File: src/hdl/strap_sync.sv
// package of strap decoder constants and the strap pin synchroniser
`timescale 1ns/100ps
package strap_cfg_pkg;
   // register indices on the serial side
   localparam logic [2:0] REG_TMDS = 3'h0;
   localparam logic [2:0] REG_AUX = 3'h1;
   localparam logic [2:0] REG_RX = 3'h2;
   localparam logic [2:0] REG_PULSE_AB = 3'h3;
   localparam logic [2:0] REG_PULSE_CD = 3'h4;
   localparam logic [2:0] REG_EQ_AB = 3'h5;
   localparam logic [2:0] REG_EQ_CD = 3'h6;
   localparam logic [2:0] REG_TX = 3'h7;
   localparam int REG_COUNT = 8;
   // field positions
   localparam int POS_ENABLE = 6;
   localparam int POS_MODE_LO = 4;
   localparam int POS_SRC_LO = 0;
   localparam int POS_IN_TERM = 0;
   localparam int POS_PE_LO = 2;
   localparam int POS_OUT_TERM = 1;
   localparam int POS_OUT_CUR = 0;
   // field values
   localparam logic [1:0] MODE_QUAD = 2'h0;
   localparam logic AUX_ON = 1'b1;
   localparam logic IN_TERM_ON = 1'b1;
   localparam logic [7:0] PULSE_OFF = 8'h00;
   localparam logic [7:0] RESET_BYTE = 8'h00;
   // equalizer levels in dB
   localparam int EQ_LOW_DB = 6;
   localparam int EQ_HIGH_DB = 12;
   // output current in mA
   localparam int CUR_LOW_MA = 10;
   localparam int CUR_HIGH_MA = 20;
   // pre-emphasis codes
   localparam logic [1:0] PE_NONE = 2'h0;
   localparam logic [1:0] PE_LOW = 2'h1;
   localparam logic [1:0] PE_MED = 2'h2;
   localparam logic [1:0] PE_HIGH = 2'h3;

   // strap pins as one bundle
   typedef struct packed {
      logic channel_enable;
      logic [1:0] source_select;
      logic equalization_level;
      logic [1:0] preemphasis_level;
      logic output_termination;
      logic output_current;
   } strap_t;
   localparam int STRAP_W = $bits(strap_t);
endpackage

module strap_sync #(
   parameter int WIDTH = 8
) (
   input wire logic clk_i,
   input wire logic rst_i,
   input wire logic [WIDTH-1:0] raw_i,
   output logic [WIDTH-1:0] sync_o
);
   logic [WIDTH-1:0] meta_q;
   logic [WIDTH-1:0] sync_q;

   // two flops, the first read only by the second
   always_ff @(posedge clk_i) begin
      if (rst_i) begin
         meta_q <= '0;
         sync_q <= '0;
      end else begin
         meta_q <= raw_i;
         sync_q <= meta_q;
      end
   end

   assign sync_o = sync_q;
endmodule

File: src/hdl/strap_pin_config_decoder.sv
// strap pin configuration decoder with serial-side register file
`timescale 1ns/100ps
module strap_pin_config_decoder
   import strap_cfg_pkg::*;
(
   input wire logic clk_i,
   input wire logic rst_i,
   // raw strap pins
   input wire logic strap_channel_enable_i,
   input wire logic [1:0] strap_source_select_i,
   input wire logic strap_equalization_level_i,
   input wire logic [1:0] strap_preemphasis_level_i,
   input wire logic strap_output_termination_i,
   input wire logic strap_output_current_i,
   // register port from the serial control engine
   input wire logic host_wr_i,
   input wire logic host_rd_i,
   input wire logic [2:0] host_addr_i,
   input wire logic [7:0] host_wdata_i,
   output logic [7:0] host_rdata_o,
   output logic host_rvalid_o,
   // configuration as seen by the analog core
   output logic strap_active_o,
   output logic tmds_enable_o,
   output logic [1:0] tmds_mode_o,
   output logic [1:0] tmds_source_o,
   output logic aux_enable_o,
   output logic [1:0] aux_mode_o,
   output logic [1:0] common_aux_port_source_o,
   output logic input_termination_o,
   output logic [7:0] pulse_ab_o,
   output logic [7:0] pulse_cd_o,
   output logic [7:0] eq_ab_o,
   output logic [7:0] eq_cd_o,
   output logic eq_high_o,
   output logic [1:0] preemphasis_o,
   output logic output_termination_o,
   output logic output_current_high_o
);

   // image of one register as the straps define it
   function automatic logic [7:0] strap_image(input strap_t s, input logic [2:0] idx);
      logic [7:0] b;
      // bits that neither a strap nor a fixed value (aux enable, input termination) drives stay zero
      b = 8'h00;
      case (idx)
         REG_TMDS: begin
            b[POS_ENABLE] = s.channel_enable;
            b[POS_MODE_LO +: 2] = MODE_QUAD;
            b[POS_SRC_LO +: 2] = s.source_select;
         end
         REG_AUX: begin
            b[POS_ENABLE] = AUX_ON;
            b[POS_MODE_LO +: 2] = MODE_QUAD;
            b[POS_SRC_LO +: 2] = s.source_select;
         end
         REG_RX: b[POS_IN_TERM] = IN_TERM_ON;
         REG_PULSE_AB: b = PULSE_OFF;
         REG_PULSE_CD: b = PULSE_OFF;
         REG_EQ_AB: b = {8{s.equalization_level}};
         REG_EQ_CD: b = {8{s.equalization_level}};
         REG_TX: begin
            b[POS_PE_LO +: 2] = s.preemphasis_level;
            b[POS_OUT_TERM] = s.output_termination;
            b[POS_OUT_CUR] = s.output_current;
         end
         default: b = RESET_BYTE;
      endcase
      return b;
   endfunction

   // bundles, strap-path state and the register file
   strap_t strap_raw;
   strap_t strap_s;
   logic strap_active_q;
   logic strap_active_d;
   logic [7:0] cfg_q [REG_COUNT];
   logic [7:0] cfg_d [REG_COUNT];
   logic [7:0] rdata_q;
   logic rvalid_q;
   wire host_access = host_wr_i | host_rd_i;

   // gather pins into one bundle
   assign strap_raw.channel_enable = strap_channel_enable_i;
   assign strap_raw.source_select = strap_source_select_i;
   assign strap_raw.equalization_level = strap_equalization_level_i;
   assign strap_raw.preemphasis_level = strap_preemphasis_level_i;
   assign strap_raw.output_termination = strap_output_termination_i;
   assign strap_raw.output_current = strap_output_current_i;

   // pins are asynchronous to the core clock
   strap_sync #(
      .WIDTH(STRAP_W)
   ) u_sync (
      .clk_i(clk_i),
      .rst_i(rst_i),
      .raw_i(strap_raw),
      .sync_o(strap_s)
   );

   // one-hot register hit of a strobe
   function automatic logic [REG_COUNT-1:0] index_hit(input logic hit, input logic [2:0] idx);
      logic [REG_COUNT-1:0] h;
      h = '0;
      h[idx] = hit;
      return h;
   endfunction

   // write decode, one bit per register
   wire [REG_COUNT-1:0] wr_hit = index_hit(host_wr_i, host_addr_i);

   // strap path lasts until the first serial access
   // a read counts too; the host then sees the last strap image
   assign strap_active_d = strap_active_q & ~host_access;

   // next register values: straps while active, else held; a serial write overrides either
   always_comb begin
      for (int i = 0; i < REG_COUNT; i++) begin
         if (strap_active_q) begin
            cfg_d[i] = strap_image(strap_s, 3'(i));
         end else begin
            cfg_d[i] = cfg_q[i];
         end
         if (wr_hit[i]) begin
            cfg_d[i] = host_wdata_i;
         end
      end
   end

   // register file and strap-path state
   always_ff @(posedge clk_i) begin
      if (rst_i) begin
         strap_active_q <= 1'b1;
         for (int i = 0; i < REG_COUNT; i++) begin
            cfg_q[i] <= strap_image(strap_t'('0), 3'(i));
         end
      end else begin
         strap_active_q <= strap_active_d;
         for (int i = 0; i < REG_COUNT; i++) begin
            cfg_q[i] <= cfg_d[i];
         end
      end
   end

   // read data returned one cycle after the strobe
   // a read beside a write in one cycle returns the old value
   always_ff @(posedge clk_i) begin
      if (rst_i) begin
         rdata_q <= 8'h00;
         rvalid_q <= 1'b0;
      end else begin
         rvalid_q <= host_rd_i;
         if (host_rd_i) begin
            rdata_q <= cfg_q[host_addr_i];
         end
      end
   end

   // outputs are bits of the flops above
   assign host_rdata_o = rdata_q;
   assign host_rvalid_o = rvalid_q;
   assign strap_active_o = strap_active_q;
   assign tmds_enable_o = cfg_q[REG_TMDS][POS_ENABLE];
   assign tmds_mode_o = cfg_q[REG_TMDS][POS_MODE_LO +: 2];
   assign tmds_source_o = cfg_q[REG_TMDS][POS_SRC_LO +: 2];
   assign aux_enable_o = cfg_q[REG_AUX][POS_ENABLE];
   assign aux_mode_o = cfg_q[REG_AUX][POS_MODE_LO +: 2];
   assign common_aux_port_source_o = cfg_q[REG_AUX][POS_SRC_LO +: 2];
   assign input_termination_o = cfg_q[REG_RX][POS_IN_TERM];
   assign pulse_ab_o = cfg_q[REG_PULSE_AB];
   assign pulse_cd_o = cfg_q[REG_PULSE_CD];
   assign eq_ab_o = cfg_q[REG_EQ_AB];
   assign eq_cd_o = cfg_q[REG_EQ_CD];
   // bit 0 of the first equalizer register picks the high level (12 dB)
   assign eq_high_o = cfg_q[REG_EQ_AB][0];
   assign preemphasis_o = cfg_q[REG_TX][POS_PE_LO +: 2];
   assign output_termination_o = cfg_q[REG_TX][POS_OUT_TERM];
   assign output_current_high_o = cfg_q[REG_TX][POS_OUT_CUR];

   // a cycle that carried strap values forward, tracked in flops
   logic strap_prev_q;
   logic step_d1_q;
   logic step_d2_q;
   wire strap_step = strap_active_q & strap_prev_q;
   // strap path unbroken across both sync stages and the register
   wire pin_path_full = strap_step & step_d1_q & step_d2_q;
   // history for the checks below
   always_ff @(posedge clk_i) begin
      strap_prev_q <= strap_active_q & ~rst_i;
      step_d1_q <= strap_step;
      step_d2_q <= step_d1_q;
   end
endmodule

File: config.mk
export PLATFORM = sky130hd
export DESIGN_NAME = strap_pin_config_decoder
export DESIGN_NICKNAME = d
export VERILOG_FILES = /design/src/hdl/strap_sync.sv /design/src/hdl/strap_pin_config_decoder.sv
export SDC_FILE = /design/constraint.sdc
export NUM_CORES = 1
export LEC_CHECK = 0
export BUFFER_PORTS_ARGS = -buffer_cell sky130_fd_sc_hd__buf_2
export CAP_MARGIN = 20
export CORE_MARGIN = 3
export CORE_UTILIZATION = 30
export DETAILED_ROUTE_END_ITERATION = 8
export PLACE_DENSITY = 0.53
export SKIP_LAST_GASP = 1
export SYNTH_ARGS = -nofsm -noshare
export SYNTH_HDL_FRONTEND = slang
export SYNTH_SLANG_ARGS = --single-unit
File: constraint.sdc
create_clock -name clk_i -period 2.2 [get_ports clk_i]
set_input_delay 0.55 -clock clk_i [delete_from_list [all_inputs] [get_ports clk_i]]
set_output_delay 0.55 -clock clk_i [all_outputs]
set_load 0.05 [all_outputs]
* Word level (Yosys, flattened, before mapping)
Memory sizes are Yosys's and may differ from the RTL's. A register that Yosys moved wholly into a read port is not among the register bits. Cells that the tools add are included.
Cells by class: equality and inequality tests 8, multiplexer cells 36, bitwise gates (word level) 12, magnitude comparators 2, reductions and logical operators 9
Operators with widths (number):
- two-way mux 8 bit | 25
- inequality test 2 bit (second input constant) | 8
- AND reduction 2 bit | 8
- OR 1 bit | 9
- bitwise AND 8 bit | 1
- two-way mux 7 bit | 1
- two-way mux 3 bit | 2
- two-way mux 1 bit | 5
- < comparator 3 x 4 -> 1 bit (second input constant) | 1
- two-way mux 4 bit | 1
- demux 1 bit (select 3 bit) | 1
- >= comparator 3 x 1 -> 1 bit (second input constant) | 1
- two-way mux 2 bit | 1
- bitwise AND 1 bit | 1
- logical AND 1 bit | 1
- NOT 1 bit | 1
Word-level totals: memory bits (writable) 64, logic and storage cells 72, memories 1, register bits after elaboration 18
Memories:
- cfg_q | words 8, bits a word 8, rd ports 9, clocked after Yosys merged registers in 1, write ports 8, line strap_pin_config_decoder.sv:77 | logic [7:0] cfg_q [REG_COUNT];

* Logic depth before layout (Yosys ltp)
depth in word-level cells 8, gate-level depth with buffers 6, depth with buffers taken out 3

* By module
Synthesis repeated with hierarchy kept, for this count alone.
Second synthesis, totals: cells, all modules 453, area, all modules 3981.3 µm²
Modules (own cells, without submodules):
- strap_pin_config_decoder | cells an instance 420, area an instance 3517.1 µm², sequential area each 1481.4 µm², instances 1
- strap_sync | cells an instance 33, area an instance 464.2 µm², sequential area each 320.3 µm², instances 1

* Worst setup path before layout
No wires, ideal clock.
path type input-to-reg, start point input host_addr_i[0], end point memory cfg_q[0][1], slack 0.590 ns, arrival 1.476 ns, data required time 2.066 ns, stages on the path 5, library setup time 0.134 ns, cell sequence buf_4 > or4b_4 > buf_6 > nor2_1 > a211oi_2
RTL lines:
- start, declared | line strap_pin_config_decoder.sv:18 | input wire logic [2:0] host_addr_i,
- end, declared | line strap_pin_config_decoder.sv:77

* Final worst setup path
start point register strap_active_q, in the netlist strap_active_o, end point output strap_active_o
RTL lines:
- start, declared | line strap_pin_config_decoder.sv:75 | logic strap_active_q;
- start signal, assigned | line strap_pin_config_decoder.sv:138 | strap_active_q <= strap_active_d;
- end, declared | line strap_pin_config_decoder.sv:23 | output logic strap_active_o,
No word-level cell between the ends.

==> summary.md <==
| Metric | Value |
|---|---|
| Clock Skews | `8.533 ps` |
| Vias in the first global route | `3183` |
| Max Fclk | `547.5 MHz` |
| Outcome | `finished clean` |
| Final Cell Area | `between 4000 and 5000 um^2` |
| Drt pass-1 iters | `5` |
| Crit path max-delay family | `flip-flops` |
| Hold Slack | `414.2 ps` |
| First-pass GRT wire length | `18.20 mm` |
| Final Net Count | `522` |
| Io pins | `between 80 and 90` |
| DRC Markers | `0` |
| Placed insts | `664` |
| RSZ-0062 raised after global routing | `no` |
| Setup violations, final | `0` |
| Die height | `123.2 um` |
| Via count | `3483` |
| Worst Path Class, Setup | `flop to output pin` |
| Final GP Congestion | `between 0.8 and 0.9` |
| Critical path peak fanout | `8` |
| Layout overhead on the synthesized area | `16.63%` |
| Antenna fix cells | `0` |
| Final Non-Filler Cells | `680` |
| Final Hold Violating Endpoints | `0` |
| Setup TNS Final | `0 ps` |
| Power Density | `786.5 nW/um^2` |
| Crit-path slowest cell | `dfxtp_1` |
| Root buf cell | `clkbuf_16` |
| CP startpoint kind | `flop` |
| CTS Hold Bufs | `0` |
| Hold_sp | `strap_preemphasis_level_i[1]` |
| Cell count after synthesis | `452` |
| Site row count | `42` |
| Tmin final | `1827 ps` |
| CTS tree | `yes` |
| EDFF count, synth | `0` |
| Final Util | `0.3603` |
| CTS Sinks | `90` |
| Max transition margin | `0.5756` |
| CP arrival | `1280 ps` |
| Synthesized area per cell | `9.124 um^2` |
| Initial DRC Count | `around 250` |
| Final wirelength | `11.85 mm` |
| DIE WIDTH | `123.2 um` |
| Post-CTS Setup Bufs | `0` |
| WHS Path Cells | `2` |
| Reg2reg start | `strap_active_o` |
| Crit-path cells | `buf_2` |
| Peak supply drop | `0.0003039 V` |
| # resized after CTS | `0` |
| Vias per inst | `a little over 5` |
| Register area share after synthesis | `0.4369` |
| Placed cell areas | `approximately 4500 um^2` |
| H-tree levels | `3` |
| Clk_lat worst skew | `340 ps` |
| Total gr overflow | `0` |
| Final setup margin | `373.4 ps` |
| Final period utilization | `0.8303` |
| Critical path's largest stage delay | `slightly below 600 ps` |
| Critical path data required time | `1650 ps` |
| Total Routing Usage GR | `0.1559` |
| TritonCTS Buffers | `9` |
| CORE AREA | `13350 um^2` |
| Fraction of registers with async set/reset | `0` |
| Worst-path clk slew | `70 ps` |
| Slew @ Worst Pin | `~640 ps` |
| Buf+Inv Stages, Crit Path | `1` |
| Hold Crit Endpoint | `u_sync.meta_q[3]` |
| Die area | `15190 um^2` |
| DP Wirelength | `8.349 mm` |
| Starting Density | `0.3090` |
| Yosys reg bits | `90` |
| Dpl ws | `138.6 ps` |
| Post-Syn Area | `4124 um^2` |
| Largest net degree at the start of global routing | `32` |
| Clock buffer depth | `2` |
| Warnings, synthesis | `0` |
| CP Capture Type | `output pin` |
| Ys flop type | `dfxtp_1` |
| Crit Reg-Reg Endpoint | `cfg_q[5][4]` |
| P_leak | `1.949 nW` |
| Routed WL per cell | `~17 um` |
| Worst Reg-to-Reg Cells | `3` |
| Fin. max-slew vios | `0` |
| Hold Path Class | `input pin to flop` |
| Final ANT Viol Nets | `0` |
| Syn_nets | `475` |
| Initial antenna violation count | `0` |
| Share of post-route cells with drive strength above 1 | `0.2718` |
| Reg2reg setup slack | `550 ps` |
| Maxcap violations | `0` |
| Power, Total | `approximately 3.8 mW` |
| Port Buffers | `80` |
| Yosys cell types | `40` |
sequential cells by signal (all words and copies together) (netlist names):
register,flops
cfg_q,64
host_rdata_o,8
u_sync.meta_q,8
u_sync.sync_o,8
host_rvalid_o,1
strap_active_o,1
logic make-up after synthesis:
logic type             Yosys count  synth area share
multiplexers                    41            0.1044
flip-flops                      90            0.4369
AO/OA/AOI/OAI                  105            0.1663
buffers and inverters           61           0.09253
AND/OR/NAND/NOR                155            0.1999
placed cells by master, fill, tap and decap left out, types with 3 or more instances in the layout:
master / netlist / layout
o21a_1: 8 / 8
a211oi_1: 22 / 22
nor2b_1: 17 / 17
nor2_1: 36 / 36
nand2_1: 45 / 45
nand3_1: 37 / 37
nand4bb_1: 3 / 3
buf_2: 12 / 80
a311oi_1: 8 / 8
a211oi_2: 3 / 3
clkbuf_16: 0 / 9
mux2i_1: 25 / 25
mux2_2: 16 / 16
a2bb2oi_1: 8 / 8
a21oi_1: 53 / 53
dfxtp_1: 90 / 90
buf_4: 19 / 13
where the power goes:
| part | switching [mW] | internal [mW] |
|---|---|---|
| logic | 0.344 | 0.149 |
| clock network | 0.672 | 0.893 |
| registers | 0.0398 | 1.68 |
| total | 1.06 | 2.73 |
layout make-up:
cell class                 instances  area, um^2
multi-input combinational        301        1941
sequential                        90        1802
timing repair buffer              95       538.0
fill                            1416        8538
clock buffer                      10       229.0
tap                              176       220.2
clock inverter                     6       72.57
inverter                           2       7.507
worst max path at each step:
stage,startpoint,end,cells after the start
after floorplan,host_addr_i[0],cfg_q[0][1],5
after global placement,host_addr_i[0],cfg_q[3][3],5
after detailed placement,host_addr_i[0],cfg_q[3][5],5
after CTS,strap_active_o,strap_active_o,1
after global routing,strap_active_o,strap_active_o,1
final,strap_active_o,strap_active_o,1
metal layers:
layer	global-route usage	part of all wire	wire length, um
met5	0	0	0
met4	0.05398	0.025	301
met3	0.03385	0.049	575
met2	0.2277	0.45	5337
met1	0.2260	0.48	5634
cell usage after synthesis, drive strengths merged (8+ instances only):
| master | count | share of area |
|---|---|---|
| buf | 41 | 0.071 |
| a21oi | 53 | 0.064 |
| nand3 | 37 | 0.045 |
| mux2 | 16 | 0.044 |
| dfxtp | 90 | 0.44 |
| nor2b | 17 | 0.026 |
| a2bb2oi | 8 | 0.017 |
| o21a | 8 | 0.015 |
| nand2 | 46 | 0.044 |
| clkbuf | 18 | 0.019 |
| mux2i | 25 | 0.061 |
| a211oi | 25 | 0.049 |
| a311oi | 8 | 0.017 |
| nor2 | 36 | 0.033 |
Note: power is estimated with default switching activity, not from simulation.
